--- src/can_rxfifo_map.vh ---
// register offsets, field positions and reset values of the receive fifo path
`ifndef CAN_RXFIFO_MAP_VH
`define CAN_RXFIFO_MAP_VH

// ==========================================================
// register byte offsets
`define OFS_FIFO_CFG 8'h00
`define OFS_FIFO_STS 8'h04
`define OFS_PTR_CTRL 8'h08
`define OFS_GLB_CFG 8'h0C
`define OFS_RULE_ID 8'h10
`define OFS_RULE_MASK 8'h14
`define OFS_RULE_CFG 8'h18
`define OFS_ENT_ID_LO 8'h20
`define OFS_ENT_ID_HI 8'h24
`define OFS_ENT_TS 8'h28
`define OFS_ENT_PTR 8'h2C
`define OFS_ENT_DF0 8'h30
`define OFS_ENT_DF1 8'h34

// ==========================================================
// fifo_cfg fields
`define CFG_USE_EN 0
`define CFG_MODE_LO 1
`define CFG_MODE_HI 2
`define CFG_RX_IE 3
`define CFG_IRQ_MODE 4
`define CFG_THR_LO 5
`define CFG_THR_HI 7
`define CFG_DEPTH_LO 8
`define CFG_DEPTH_HI 10
`define CFG_FULL_IE 11
`define CFG_ONE_IE 12
`define CFG_OVW_MODE 13
`define CFG_THIST_EN 14
`define CFG_WIDTH 15
`define CFG_RESET 15'h0000

// ==========================================================
// fifo_sts fields
`define STS_EMPTY 0
`define STS_FULL 1
`define STS_LOST 2
`define STS_OVW 3
`define STS_RX_IF 4
`define STS_FULL_IF 5
`define STS_ONE_IF 6
`define STS_CNT_LO 8
`define STS_CNT_HI 15

// ==========================================================
// glb_cfg fields
`define GLB_DLC_CHK 0
`define GLB_LOST_IE 1
`define GLB_OVW_IE 2
`define GLB_PAGE 3
`define GLB_MIRROR 4
`define GLB_WIDTH 5
`define GLB_RESET 5'h00

// ==========================================================
// rule_cfg fields
`define RC_DLC_LO 0
`define RC_DLC_HI 3
`define RC_DLC_REPL 4
`define RC_DEST_FIFO 5
`define RC_LABEL_LO 16
`define RC_LABEL_HI 31

// ==========================================================
// constants
`define MODE_RECEIVE 2'b00
`define PTR_ADVANCE_KEY 8'hFF
`define DEPTH_BASE 8'h04
`define PAYLOAD_BYTES 4'h8

`endif

--- src/can_rxfifo_path.v ---
// receive-mode path of a per-channel can transmit/receive fifo, apb slave
//
// What this block does
// entry registers read only in receive mode with ram page one
// tx history store enable has no effect in receive mode
// standard id sits in low bits 10:0, other id bits read zero
// dlc replaced by rule dlc when check and replace both enabled
// each stored message carries the matched rule's 16-bit label
// data bytes beyond the received dlc read as zero
// software writes ff to pointer control after reading a message
// software advances only when fifo enabled and not empty
// unread count increments on each stored message
// full flag set when count equals the selected depth
// empty flag set once every message has been released
// messages read out oldest first
// valid advance releases oldest entry and decrements count
// mode 0: rx request when fill reaches selected threshold
// mode 1: rx request on every completed reception
// odd eighths thresholds not used with four-message depth
// per-fifo rx interrupt enable gates the rx interrupt
// request flags survive fifo disable, cleared only by writing 0
// full flag and interrupt when fifo becomes full if enabled
// one-frame flag and interrupt on one-frame store if enabled
// lost message flagged, global error if lost enable set
// overwrite raises global error if overwrite enable set
// full and overwrite mode: replace oldest, advance, flag overwrite
// full and not overwrite mode: discard, flag message lost
// filter on ide, rtr, id under masks, dlc check, route, label
// with mirror on, rule selects own or other node frames
`timescale 1ns/10ps
`include "can_rxfifo_map.vh"

module can_rxfifo_path #(
    parameter AW = 4,
    parameter TS_W = 16
) (
    // clock and reset
    input wire pclk,
    input wire presetn,
    // apb slave
    input wire psel,
    input wire penable,
    input wire pwrite,
    input wire [7:0] paddr,
    input wire [31:0] pwdata,
    output reg [31:0] prdata,
    output reg pready,
    output reg pslverr,
    // received frame from the protocol controller, same clock
    input wire frm_valid,
    input wire frm_ide,
    input wire frm_rtr,
    input wire [28:0] frm_id,
    input wire [3:0] frm_dlc,
    input wire [63:0] frm_data,
    input wire [TS_W-1:0] frm_timestamp,
    input wire frm_own_tx,
    input wire frm_one_frame,
    // interrupts
    output reg rx_irq,
    output reg full_irq,
    output reg global_err_irq
);

    localparam MAX_DEPTH = 1 << AW;
    localparam EW = 1 + 1 + 29 + TS_W + 4 + 16 + 64;

    // ==========================================================
    // configuration registers
    reg [`CFG_WIDTH-1:0] fifo_cfg_r;
    reg [`GLB_WIDTH-1:0] glb_cfg_r;
    reg [31:0] rule_id_r;
    reg [30:0] rule_mask_r;
    reg [31:0] rule_cfg_r;

    wire fifo_use_enable = fifo_cfg_r[`CFG_USE_EN];
    wire [1:0] fifo_direction_mode = fifo_cfg_r[`CFG_MODE_HI:`CFG_MODE_LO];
    wire rx_irq_enable = fifo_cfg_r[`CFG_RX_IE];
    wire rx_irq_mode = fifo_cfg_r[`CFG_IRQ_MODE];
    wire [2:0] rx_irq_fill_threshold = fifo_cfg_r[`CFG_THR_HI:`CFG_THR_LO];
    wire [2:0] fifo_depth_select = fifo_cfg_r[`CFG_DEPTH_HI:`CFG_DEPTH_LO];
    wire full_irq_enable = fifo_cfg_r[`CFG_FULL_IE];
    wire one_frame_irq_enable = fifo_cfg_r[`CFG_ONE_IE];
    wire full_overwrite_mode = fifo_cfg_r[`CFG_OVW_MODE];
    wire global_dlc_check_enable = glb_cfg_r[`GLB_DLC_CHK];
    wire message_lost_irq_enable = glb_cfg_r[`GLB_LOST_IE];
    wire overwrite_irq_enable = glb_cfg_r[`GLB_OVW_IE];
    wire ram_window_page_select = glb_cfg_r[`GLB_PAGE];
    wire mirror_enable = glb_cfg_r[`GLB_MIRROR];
    wire [3:0] rule_dlc_value = rule_cfg_r[`RC_DLC_HI:`RC_DLC_LO];
    wire dlc_replace_enable = rule_cfg_r[`RC_DLC_REPL];
    wire [15:0] rule_label_value = rule_cfg_r[`RC_LABEL_HI:`RC_LABEL_LO];

    // tx_history_store_enable is stored and read back only
    wire rx_mode = (fifo_direction_mode == `MODE_RECEIVE);

    // ==========================================================
    // fifo state
    reg [EW-1:0] mem [0:MAX_DEPTH-1];
    reg [AW-1:0] wr_ptr_r;
    reg [AW-1:0] rd_ptr_r;
    reg [7:0] unread_message_count_r;
    reg fifo_full_flag_r;
    reg fifo_empty_flag_r;
    reg msg_lost_flag_r;
    reg msg_ovw_flag_r;
    reg rx_irq_request_flag_r;
    reg full_irq_request_flag_r;
    reg one_frame_irq_request_flag_r;

    // depth: zero for code 0, else 4 << (code-1), clipped to the array size
    reg [8:0] depth;
    always @*
    begin
        if (fifo_depth_select == 3'd0)
            depth = 9'd0;
        else
            depth = {1'b0, `DEPTH_BASE} << (fifo_depth_select - 3'd1);
        if (depth > MAX_DEPTH)
            depth = MAX_DEPTH[8:0];
    end

    // fill level giving the rx request in threshold mode
    wire [11:0] thr_prod = depth * ({1'b0, rx_irq_fill_threshold} + 4'd1);
    wire [8:0] thr_level = thr_prod[11:3];

    // ==========================================================
    // receive filter
    wire [30:0] frm_key = {frm_rtr, frm_ide, frm_id};
    wire [30:0] rule_key = {rule_id_r[30], rule_id_r[29], rule_id_r[28:0]};
    wire id_match = ((frm_key ^ rule_key) & rule_mask_r) == 31'd0;
    wire src_match = mirror_enable ? (frm_own_tx == rule_id_r[31])
                                   : !frm_own_tx;
    wire dlc_ok = !global_dlc_check_enable ||
                  (frm_dlc >= rule_dlc_value);
    wire accept = frm_valid && id_match && src_match && dlc_ok &&
                  rule_cfg_r[`RC_DEST_FIFO] && fifo_use_enable && rx_mode;

    wire [3:0] stored_dlc = (global_dlc_check_enable && dlc_replace_enable)
                            ? rule_dlc_value : frm_dlc;

    // unfilled payload bytes are cleared before storing
    wire [3:0] fill_bytes = (frm_dlc > `PAYLOAD_BYTES) ? `PAYLOAD_BYTES
                                                       : frm_dlc;
    reg [63:0] padded_data;
    integer b;
    always @*
    begin
        padded_data = 64'h0000_0000_0000_0000;
        for (b = 0; b < 8; b = b + 1)
            if (b < fill_bytes)
                padded_data[b*8 +: 8] = frm_data[b*8 +: 8];
    end

    wire [EW-1:0] entry = {frm_ide, frm_rtr, frm_id, frm_timestamp,
                           stored_dlc, rule_label_value, padded_data};

    // ==========================================================
    // apb decode
    wire apb_setup = psel && !penable;
    wire apb_wr = psel && penable && pready && pwrite;
    wire wr_cfg = apb_wr && (paddr == `OFS_FIFO_CFG);
    wire wr_sts = apb_wr && (paddr == `OFS_FIFO_STS);
    wire wr_ptr = apb_wr && (paddr == `OFS_PTR_CTRL);

    // advance only when software may legally do so
    wire advance = wr_ptr && (pwdata[7:0] == `PTR_ADVANCE_KEY) &&
                   fifo_use_enable && !fifo_empty_flag_r;

    wire at_full = (unread_message_count_r == depth[7:0]) ||
                   (depth == 9'd0);
    // an advance in the same cycle frees a slot first
    wire room = !at_full || advance;
    wire do_store = accept && room;
    wire do_ovw = accept && !room && full_overwrite_mode && depth != 9'd0;
    wire do_lost = accept && !room && !do_ovw;

    // ==========================================================
    // fifo pointers and count
    reg [7:0] count_nxt;
    always @*
    begin
        count_nxt = unread_message_count_r;
        if (do_store && !advance)
            count_nxt = unread_message_count_r + 8'd1;
        else if (advance && !do_store)
            count_nxt = unread_message_count_r - 8'd1;
    end

    wire [AW-1:0] depth_last = depth[AW-1:0] - {{(AW-1){1'b0}}, 1'b1};
    wire [AW-1:0] wr_ptr_inc = (wr_ptr_r == depth_last) ? {AW{1'b0}}
                               : wr_ptr_r + {{(AW-1){1'b0}}, 1'b1};
    wire [AW-1:0] rd_ptr_inc = (rd_ptr_r == depth_last) ? {AW{1'b0}}
                               : rd_ptr_r + {{(AW-1){1'b0}}, 1'b1};

    wire full_nxt = (count_nxt == depth[7:0]) && (depth != 9'd0);
    wire reach_thr = (count_nxt == thr_level[7:0]) &&
                     (count_nxt != unread_message_count_r);
    wire rx_event = rx_irq_mode ? (do_store || do_ovw)
                                : (do_store && reach_thr);

    always @(posedge pclk)
    begin
        if (do_store || do_ovw)
            mem[wr_ptr_r] <= entry;
    end

    always @(posedge pclk or negedge presetn)
    begin
        if (!presetn)
        begin
            wr_ptr_r <= {AW{1'b0}};
            rd_ptr_r <= {AW{1'b0}};
            unread_message_count_r <= 8'h00;
            fifo_full_flag_r <= 1'b0;
            fifo_empty_flag_r <= 1'b1;
        end
        else if (!fifo_use_enable)
        begin
            // disabling the fifo drops its content
            wr_ptr_r <= {AW{1'b0}};
            rd_ptr_r <= {AW{1'b0}};
            unread_message_count_r <= 8'h00;
            fifo_full_flag_r <= 1'b0;
            fifo_empty_flag_r <= 1'b1;
        end
        else
        begin
            if (do_store || do_ovw)
                wr_ptr_r <= wr_ptr_inc;
            if (advance || do_ovw)
                rd_ptr_r <= rd_ptr_inc;
            unread_message_count_r <= count_nxt;
            fifo_full_flag_r <= full_nxt;
            fifo_empty_flag_r <= (count_nxt == 8'h00);
        end
    end

    // ==========================================================
    // sticky flags: hardware set wins over a software clear
    wire full_evt = full_irq_enable && full_nxt && !fifo_full_flag_r &&
                    fifo_use_enable;
    wire one_evt = one_frame_irq_enable && frm_one_frame &&
                   (do_store || do_ovw);

    always @(posedge pclk or negedge presetn)
    begin
        if (!presetn)
        begin
            msg_lost_flag_r <= 1'b0;
            msg_ovw_flag_r <= 1'b0;
            rx_irq_request_flag_r <= 1'b0;
            full_irq_request_flag_r <= 1'b0;
            one_frame_irq_request_flag_r <= 1'b0;
        end
        else
        begin
            // a written 0 clears, fifo disable leaves them alone
            msg_lost_flag_r <= do_lost ||
                (msg_lost_flag_r && !(wr_sts && !pwdata[`STS_LOST]));
            msg_ovw_flag_r <= do_ovw ||
                (msg_ovw_flag_r && !(wr_sts && !pwdata[`STS_OVW]));
            rx_irq_request_flag_r <= rx_event || (rx_irq_request_flag_r &&
                !(wr_sts && !pwdata[`STS_RX_IF]));
            full_irq_request_flag_r <= full_evt || (full_irq_request_flag_r &&
                !(wr_sts && !pwdata[`STS_FULL_IF]));
            one_frame_irq_request_flag_r <= one_evt ||
                (one_frame_irq_request_flag_r &&
                !(wr_sts && !pwdata[`STS_ONE_IF]));
        end
    end

    // ==========================================================
    // interrupt outputs
    always @(posedge pclk or negedge presetn)
    begin
        if (!presetn)
        begin
            rx_irq <= 1'b0;
            full_irq <= 1'b0;
            global_err_irq <= 1'b0;
        end
        else
        begin
            rx_irq <= rx_irq_request_flag_r && rx_irq_enable;
            full_irq <= (full_irq_request_flag_r && full_irq_enable) ||
                (one_frame_irq_request_flag_r && one_frame_irq_enable);
            global_err_irq <= (msg_lost_flag_r && message_lost_irq_enable) ||
                (msg_ovw_flag_r && overwrite_irq_enable);
        end
    end

    // ==========================================================
    // configuration writes
    always @(posedge pclk or negedge presetn)
    begin
        if (!presetn)
        begin
            fifo_cfg_r <= `CFG_RESET;
            glb_cfg_r <= `GLB_RESET;
            rule_id_r <= 32'h0000_0000;
            rule_mask_r <= 31'h0000_0000;
            rule_cfg_r <= 32'h0000_0000;
        end
        else
        begin
            if (wr_cfg)
                fifo_cfg_r <= pwdata[`CFG_WIDTH-1:0];
            if (apb_wr && paddr == `OFS_GLB_CFG)
                glb_cfg_r <= pwdata[`GLB_WIDTH-1:0];
            if (apb_wr && paddr == `OFS_RULE_ID)
                rule_id_r <= pwdata;
            if (apb_wr && paddr == `OFS_RULE_MASK)
                rule_mask_r <= pwdata[30:0];
            if (apb_wr && paddr == `OFS_RULE_CFG)
                rule_cfg_r <= pwdata;
        end
    end

    // ==========================================================
    // read side: oldest entry sits at the read pointer
    wire [EW-1:0] head = mem[rd_ptr_r];
    wire head_ide = head[EW-1];
    wire head_rtr = head[EW-2];
    wire [28:0] stored_identifier = head[EW-3:EW-31];
    wire [TS_W-1:0] head_ts = head[83+TS_W:84];
    wire [3:0] head_dlc = head[83:80];
    wire [15:0] head_label = head[79:64];
    wire [63:0] head_data = head[63:0];
    wire entry_visible = rx_mode && ram_window_page_select &&
                         !fifo_empty_flag_r;

    // standard frames show only 11 id bits
    wire [15:0] id_lo = head_ide ? stored_identifier[15:0]
                                 : {5'b00000, stored_identifier[10:0]};
    wire [12:0] id_hi = head_ide ? stored_identifier[28:16] : 13'h0000;

    reg [31:0] rd_mux;
    reg rd_hit;
    always @*
    begin
        rd_mux = 32'h0000_0000;
        rd_hit = 1'b1;
        case (paddr)
            `OFS_FIFO_CFG: rd_mux = {17'h0_0000, fifo_cfg_r};
            `OFS_FIFO_STS: rd_mux = {16'h0000, unread_message_count_r,
                1'b0, one_frame_irq_request_flag_r, full_irq_request_flag_r,
                rx_irq_request_flag_r, msg_ovw_flag_r, msg_lost_flag_r,
                fifo_full_flag_r, fifo_empty_flag_r};
            `OFS_PTR_CTRL: rd_mux = 32'h0000_0000;
            `OFS_GLB_CFG: rd_mux = {27'h000_0000, glb_cfg_r};
            `OFS_RULE_ID: rd_mux = rule_id_r;
            `OFS_RULE_MASK: rd_mux = {1'b0, rule_mask_r};
            `OFS_RULE_CFG: rd_mux = rule_cfg_r;
            `OFS_ENT_ID_LO: rd_mux = entry_visible ? {16'h0000, id_lo}
                                                   : 32'h0000_0000;
            `OFS_ENT_ID_HI: rd_mux = entry_visible ?
                {16'h0000, head_ide, head_rtr, 1'b0, id_hi} : 32'h0000_0000;
            `OFS_ENT_TS: rd_mux = entry_visible ?
                {{(32-TS_W){1'b0}}, head_ts} : 32'h0000_0000;
            `OFS_ENT_PTR: rd_mux = entry_visible ?
                {head_dlc, 12'h000, head_label} : 32'h0000_0000;
            `OFS_ENT_DF0: rd_mux = entry_visible ? head_data[31:0]
                                                 : 32'h0000_0000;
            `OFS_ENT_DF1: rd_mux = entry_visible ? head_data[63:32]
                                                 : 32'h0000_0000;
            default: rd_hit = 1'b0;
        endcase
    end

    // ==========================================================
    // apb answer: registered in setup, one access cycle, no wait
    always @(posedge pclk or negedge presetn)
    begin
        if (!presetn)
        begin
            prdata <= 32'h0000_0000;
            pready <= 1'b0;
            pslverr <= 1'b0;
        end
        else
        begin
            pready <= apb_setup;
            pslverr <= apb_setup && !rd_hit;
            if (apb_setup && !pwrite)
                prdata <= rd_mux;
        end
    end

endmodule // can_rxfifo_path

--- config.mk ---
export PLATFORM = sky130hd
export DESIGN_NAME = can_rxfifo_path
export DESIGN_NICKNAME = d
export VERILOG_FILES = /design/src/can_rxfifo_path.v
export VERILOG_INCLUDE_DIRS = /design/src /design/src/src
export SDC_FILE = /design/constraint.sdc
export NUM_CORES = 2
export LEC_CHECK = 0
export ABC_CLOCK_PERIOD_IN_PS = 32700
export BUFFER_PORTS_ARGS = -buffer_cell sky130_fd_sc_hd__buf_2
export CAP_MARGIN = 20
export CORE_MARGIN = 5
export CORE_UTILIZATION = 46
export DETAILED_ROUTE_END_ITERATION = 7
export PLACE_DENSITY = 0.74
export SETUP_SLACK_MARGIN = 0.3
export SLEW_MARGIN = 0
export SYNTH_ARGS = -nofsm -noshare
export SYNTH_HDL_FRONTEND = slang
export SYNTH_SLANG_ARGS = --single-unit
--- constraint.sdc ---
create_clock -name pclk -period 32.7 [get_ports pclk]
set_input_delay 6.54 -clock pclk [delete_from_list [all_inputs] [get_ports pclk]]
set_output_delay 6.54 -clock pclk [all_outputs]
set_load 0.01 [all_outputs]
==> out/results.tsv <==
metric	value	unit
gp_congestion	0.9382	
min_path_cells	2	
finalWirelength	242.1	mm
synth-compound-area-share	0.02115	
dr.pass1.iters	8	
synth_ff_type	edfxtp_1	
regToRegStartpoint	rule_id_r[19]$_DFFE_PN0P_	
switching_share	0.2008	
rsz0062_at_grt	no	
maxClockFrequency	81.01	MHz
hpwl	141.6	mm
synth-edff-count	2096	
dr_wl_met3	22.87	mm
wl_met2	117.1	mm
core	194200	um^2
crit_family	buffers and inverters	
num_rows	162	
slowest_delay	0.91	ns
initial_core_util	0.4610	
status	complete, no violations	
holdBufCountCts	0	
insertion_delay	0.85	ns
total_power	5758	uW
period_share	0.3775	
max-slew-margin-rel	0.1455	
finalSetupViolations	0	
worst-path-buf-inv	4	
clk_pin_slew	0.06	ns
yosysTopAreaCell	edfxtp_1	
clk_path_buf_depth	3	
path_cells	buf_2, xor2_1, a22oi_1, nand4_1, a2111o_1, or3_1, a21oi_1, nand2_1, nor2_4, buf_4, buf_4, buf_4	
vias_per_cell	6.308	
hold_viol	0	
yosysTopAreaCellShare	0.7031	
final_cell_mix	edfxtp_1 (2096), mux4_2 (640), clkbuf_16 (223), buf_2 (198), dfrtp_1 (171)	
seq_area_frac_synth	0.7520	
die_area	203500	um^2
synth_top_family_by_area	multiplexers	
synthCells	4074	
seqPwrFrac	0.552	
cp.required	33.17	ns
max-cap-violations	0	
grt_pass1_vias	45950	
fillerInstances	14540	
ys_types	77	
area_growth	12.87	%
ant_nets	0	
synthXorXnorAreaFrac	0.006849	
drive_gt1_frac	0.3132	
nets	4602	
die_y	451.1	um
wl_per_cell	33.81	um
r2r_end	mem[15][22]$_DFFE_PP_	
combPwrFrac	0.018	
end_kind	flip-flop	
drt_iter0_markers	6063	
intPower	4601	uW
r2r_cells	11	
cts_tree	built	
cts_sinks	2271	
power.clock.fraction	0.429	
routed.top_layer	met5	
final_common_cell	edfxtp_1	
grt_max_degree	124	
synthAdderAreaFrac	0.005451	
period_needed	12.34	ns
clock_skew	0.02643	ns
synth_seq_cells	2271	
async_reset_ff_frac	0.07706	
drv_slew	0	
wl_met1	85.81	mm
syn-cell-area	89520	um^2
p_per_area	56.98	nW/um^2
worst_pin_slew	1.282	ns
p_leak	0.03220	uW
overflow	0	
io_buffer_count	199	
post_cts_buffers	0	
antenna_found_initial	37	
synth_area_leaders	edfxtp_1 (70%), mux4_2 (16%), dfrtp_1 (4.9%)	
synthSimpleGateAreaFrac	0.02479	
cp-start-kind	input pin	
cts_made_buffers	218	
peakVddDrop	54.95	uV
grt_usage	0.2380	
grt_pass1_wl	345.4	mm
critPathMaxFanout	47	
crit_cells	12	
route.detailed.drc	0	
setup-tns-final	0	ns
crit_type	in -> reg	
cts_max_level	4	
slowest_stage	a21oi_1	
ios	200	
multiInputGateArea	21410	um^2
r2r_setup_slack	25.74	ns
ctsResizeCount	0	
seq_area	67330	um^2
synth_area_per_cell	21.97	um^2
hold_path_class	reg -> reg	
p_sw	1156	uW
synth.area.mux_share	0.1781	
die_x	451.1	um
root_buffer	clkbuf_16	
yosys_warnings	0	
worstPathArrival	12.81	ns
hold_path_startpoint	prdata[3]$_DFFE_PN0P_	
holdPathEnd	prdata[3]$_DFFE_PN0P_	
critical_path.most_common_cell	buf_4	
via_count	45160	
==> registers in the layout, indices dropped and copies added (netlist names) <==
name / flops
fifo_cfg_r: 15
fifo_empty_flag_r: 1
fifo_full_flag_r: 1
full_irq: 1
full_irq_request_flag_r: 1
glb_cfg_r: 5
global_err_irq: 1
mem: 2096
msg_lost_flag_r: 1
msg_ovw_flag_r: 1
one_frame_irq_request_flag_r: 1
prdata: 32
pready: 1
pslverr: 1
rd_ptr_r: 4
rule_cfg_r: 32
rule_id_r: 32
rule_mask_r: 31
rx_irq: 1
rx_irq_request_flag_r: 1
unread_message_count_r: 8
wr_ptr_r: 4
==> Yosys cell counts, drive strengths merged, types with 3 or more instances <==
| library cell | n |
|---|---|
| xnor2 | 20 |
| o21a | 3 |
| nor2b | 74 |
| nand3 | 48 |
| or3 | 4 |
| nand2b | 10 |
| o21bai | 3 |
| a22oi | 75 |
| nand2 | 130 |
| mux2i | 14 |
| a211o | 3 |
| a222oi | 24 |
| o21ai | 42 |
| mux4 | 640 |
| a221oi | 9 |
| nor3 | 14 |
| nor4b | 5 |
| dfrtp | 174 |
| a311o | 3 |
| and2 | 21 |
| and4 | 6 |
| o211ai | 5 |
| nand3b | 5 |
| buf | 93 |
| a211oi | 11 |
| nor4 | 7 |
| nor2 | 57 |
| a21oi | 42 |
| fa | 10 |
| inv | 29 |
| or4 | 5 |
| edfxtp | 2096 |
| xor2 | 44 |
| ha | 23 |
| a22o | 15 |
| a21o | 3 |
| nand4 | 19 |
| a31oi | 17 |
| and3 | 9 |
| mux2 | 123 |
| nor3b | 3 |
| clkbuf | 116 |
==> worst max path at each step <==
stage	start	end	slack (ns)
global placement	frm_dlc[3]	mem[15][38]$_DFFE_PP_	19.03
detailed placement	frm_id[19]	mem[15][88]$_DFFE_PP_	19.65
finish	frm_id[19]	mem[15][22]$_DFFE_PP_	20.36
CTS	frm_id[19]	mem[15][4]$_DFFE_PP_	20.47
global route	frm_id[22]	mem[15][4]$_DFFE_PP_	20.26
floorplan	frm_dlc[0]	mem[0][0]$_DFFE_PP_	14.48
==> per-stage QoR <==
step / std cells / utilization / instance area [um^2] / setup WS, ns / hold WS [ns]
6_report: 7160 / 0.5204 / 101000 / 20.36 / 0.4880
5_1_grt: 7152 / 0.5203 / 101000 / 20.26 / 0.5222
4_1_cts: 7129 / 0.5198 / 100900 / 20.47 / 0.4884
3_5_place_dp: 6721 / 0.4837 / 93930 / 19.65 / 0.4738
3_3_place_gp: 6719 / 0.4836 / 93910 / 19.03 / 0.4664
2_1_floorplan: 4085 / - / 89560 / 14.48 / 0.4735
==> power groups by stage <==
stage,Sequential (uW),Clock [uW],Combinational [uW]
after detailed placement,3240,0,105
after global routing,3180,2630,115
after global placement,3240,0,100
after floorplan,3240,0,39.8
final,3180,2470,105
after CTS,3180,2500,105
==> area by class of cell <==
cell class | instances | share of cell area
Sequential cell | 2271 | 0.6664
Multi-Input combinational cell | 1574 | 0.2119
Clock buffer | 294 | 0.05836
Tap cell | 2542 | 0.03148
Timing Repair Buffer | 311 | 0.01917
Clock inverter | 114 | 0.01097
Inverter | 30 | 0.001189
Antenna cell | 24 | 0.0005944
==> layer usage <==
layer,GRT usage,vias to the layer above
met4,0.1356,8
met5,0,-
met1,0.3062,23990
met3,0.05098,577
met2,0.3792,2759
li1,-,17830
==> worst register-to-register path: stages, from the launching register on <==
cell,delay (ns)
dfrtp_1,0.50
xor2_1,0.25
a22oi_1,0.52
nand4_1,0.18
a2111o_1,0.38
or3_1,0.63
a21oi_1,0.92
nand2_1,0.50
nor2_4,0.20
buf_4,0.66
buf_4,0.76
buf_4,1.00
==> kinds of logic (layout without fill, tap and decap cells) <==
kind of cell    count (synthesis)  after routing
fa+ha+maj                      33             33
mux                           777            777
simple gates                  420            420
other cells                     2             37
xor+xnor                       66             66
flops                        2271           2271
buf+inv                       240            749
compound gates                265            265
(Power assumes the default switching activity.)
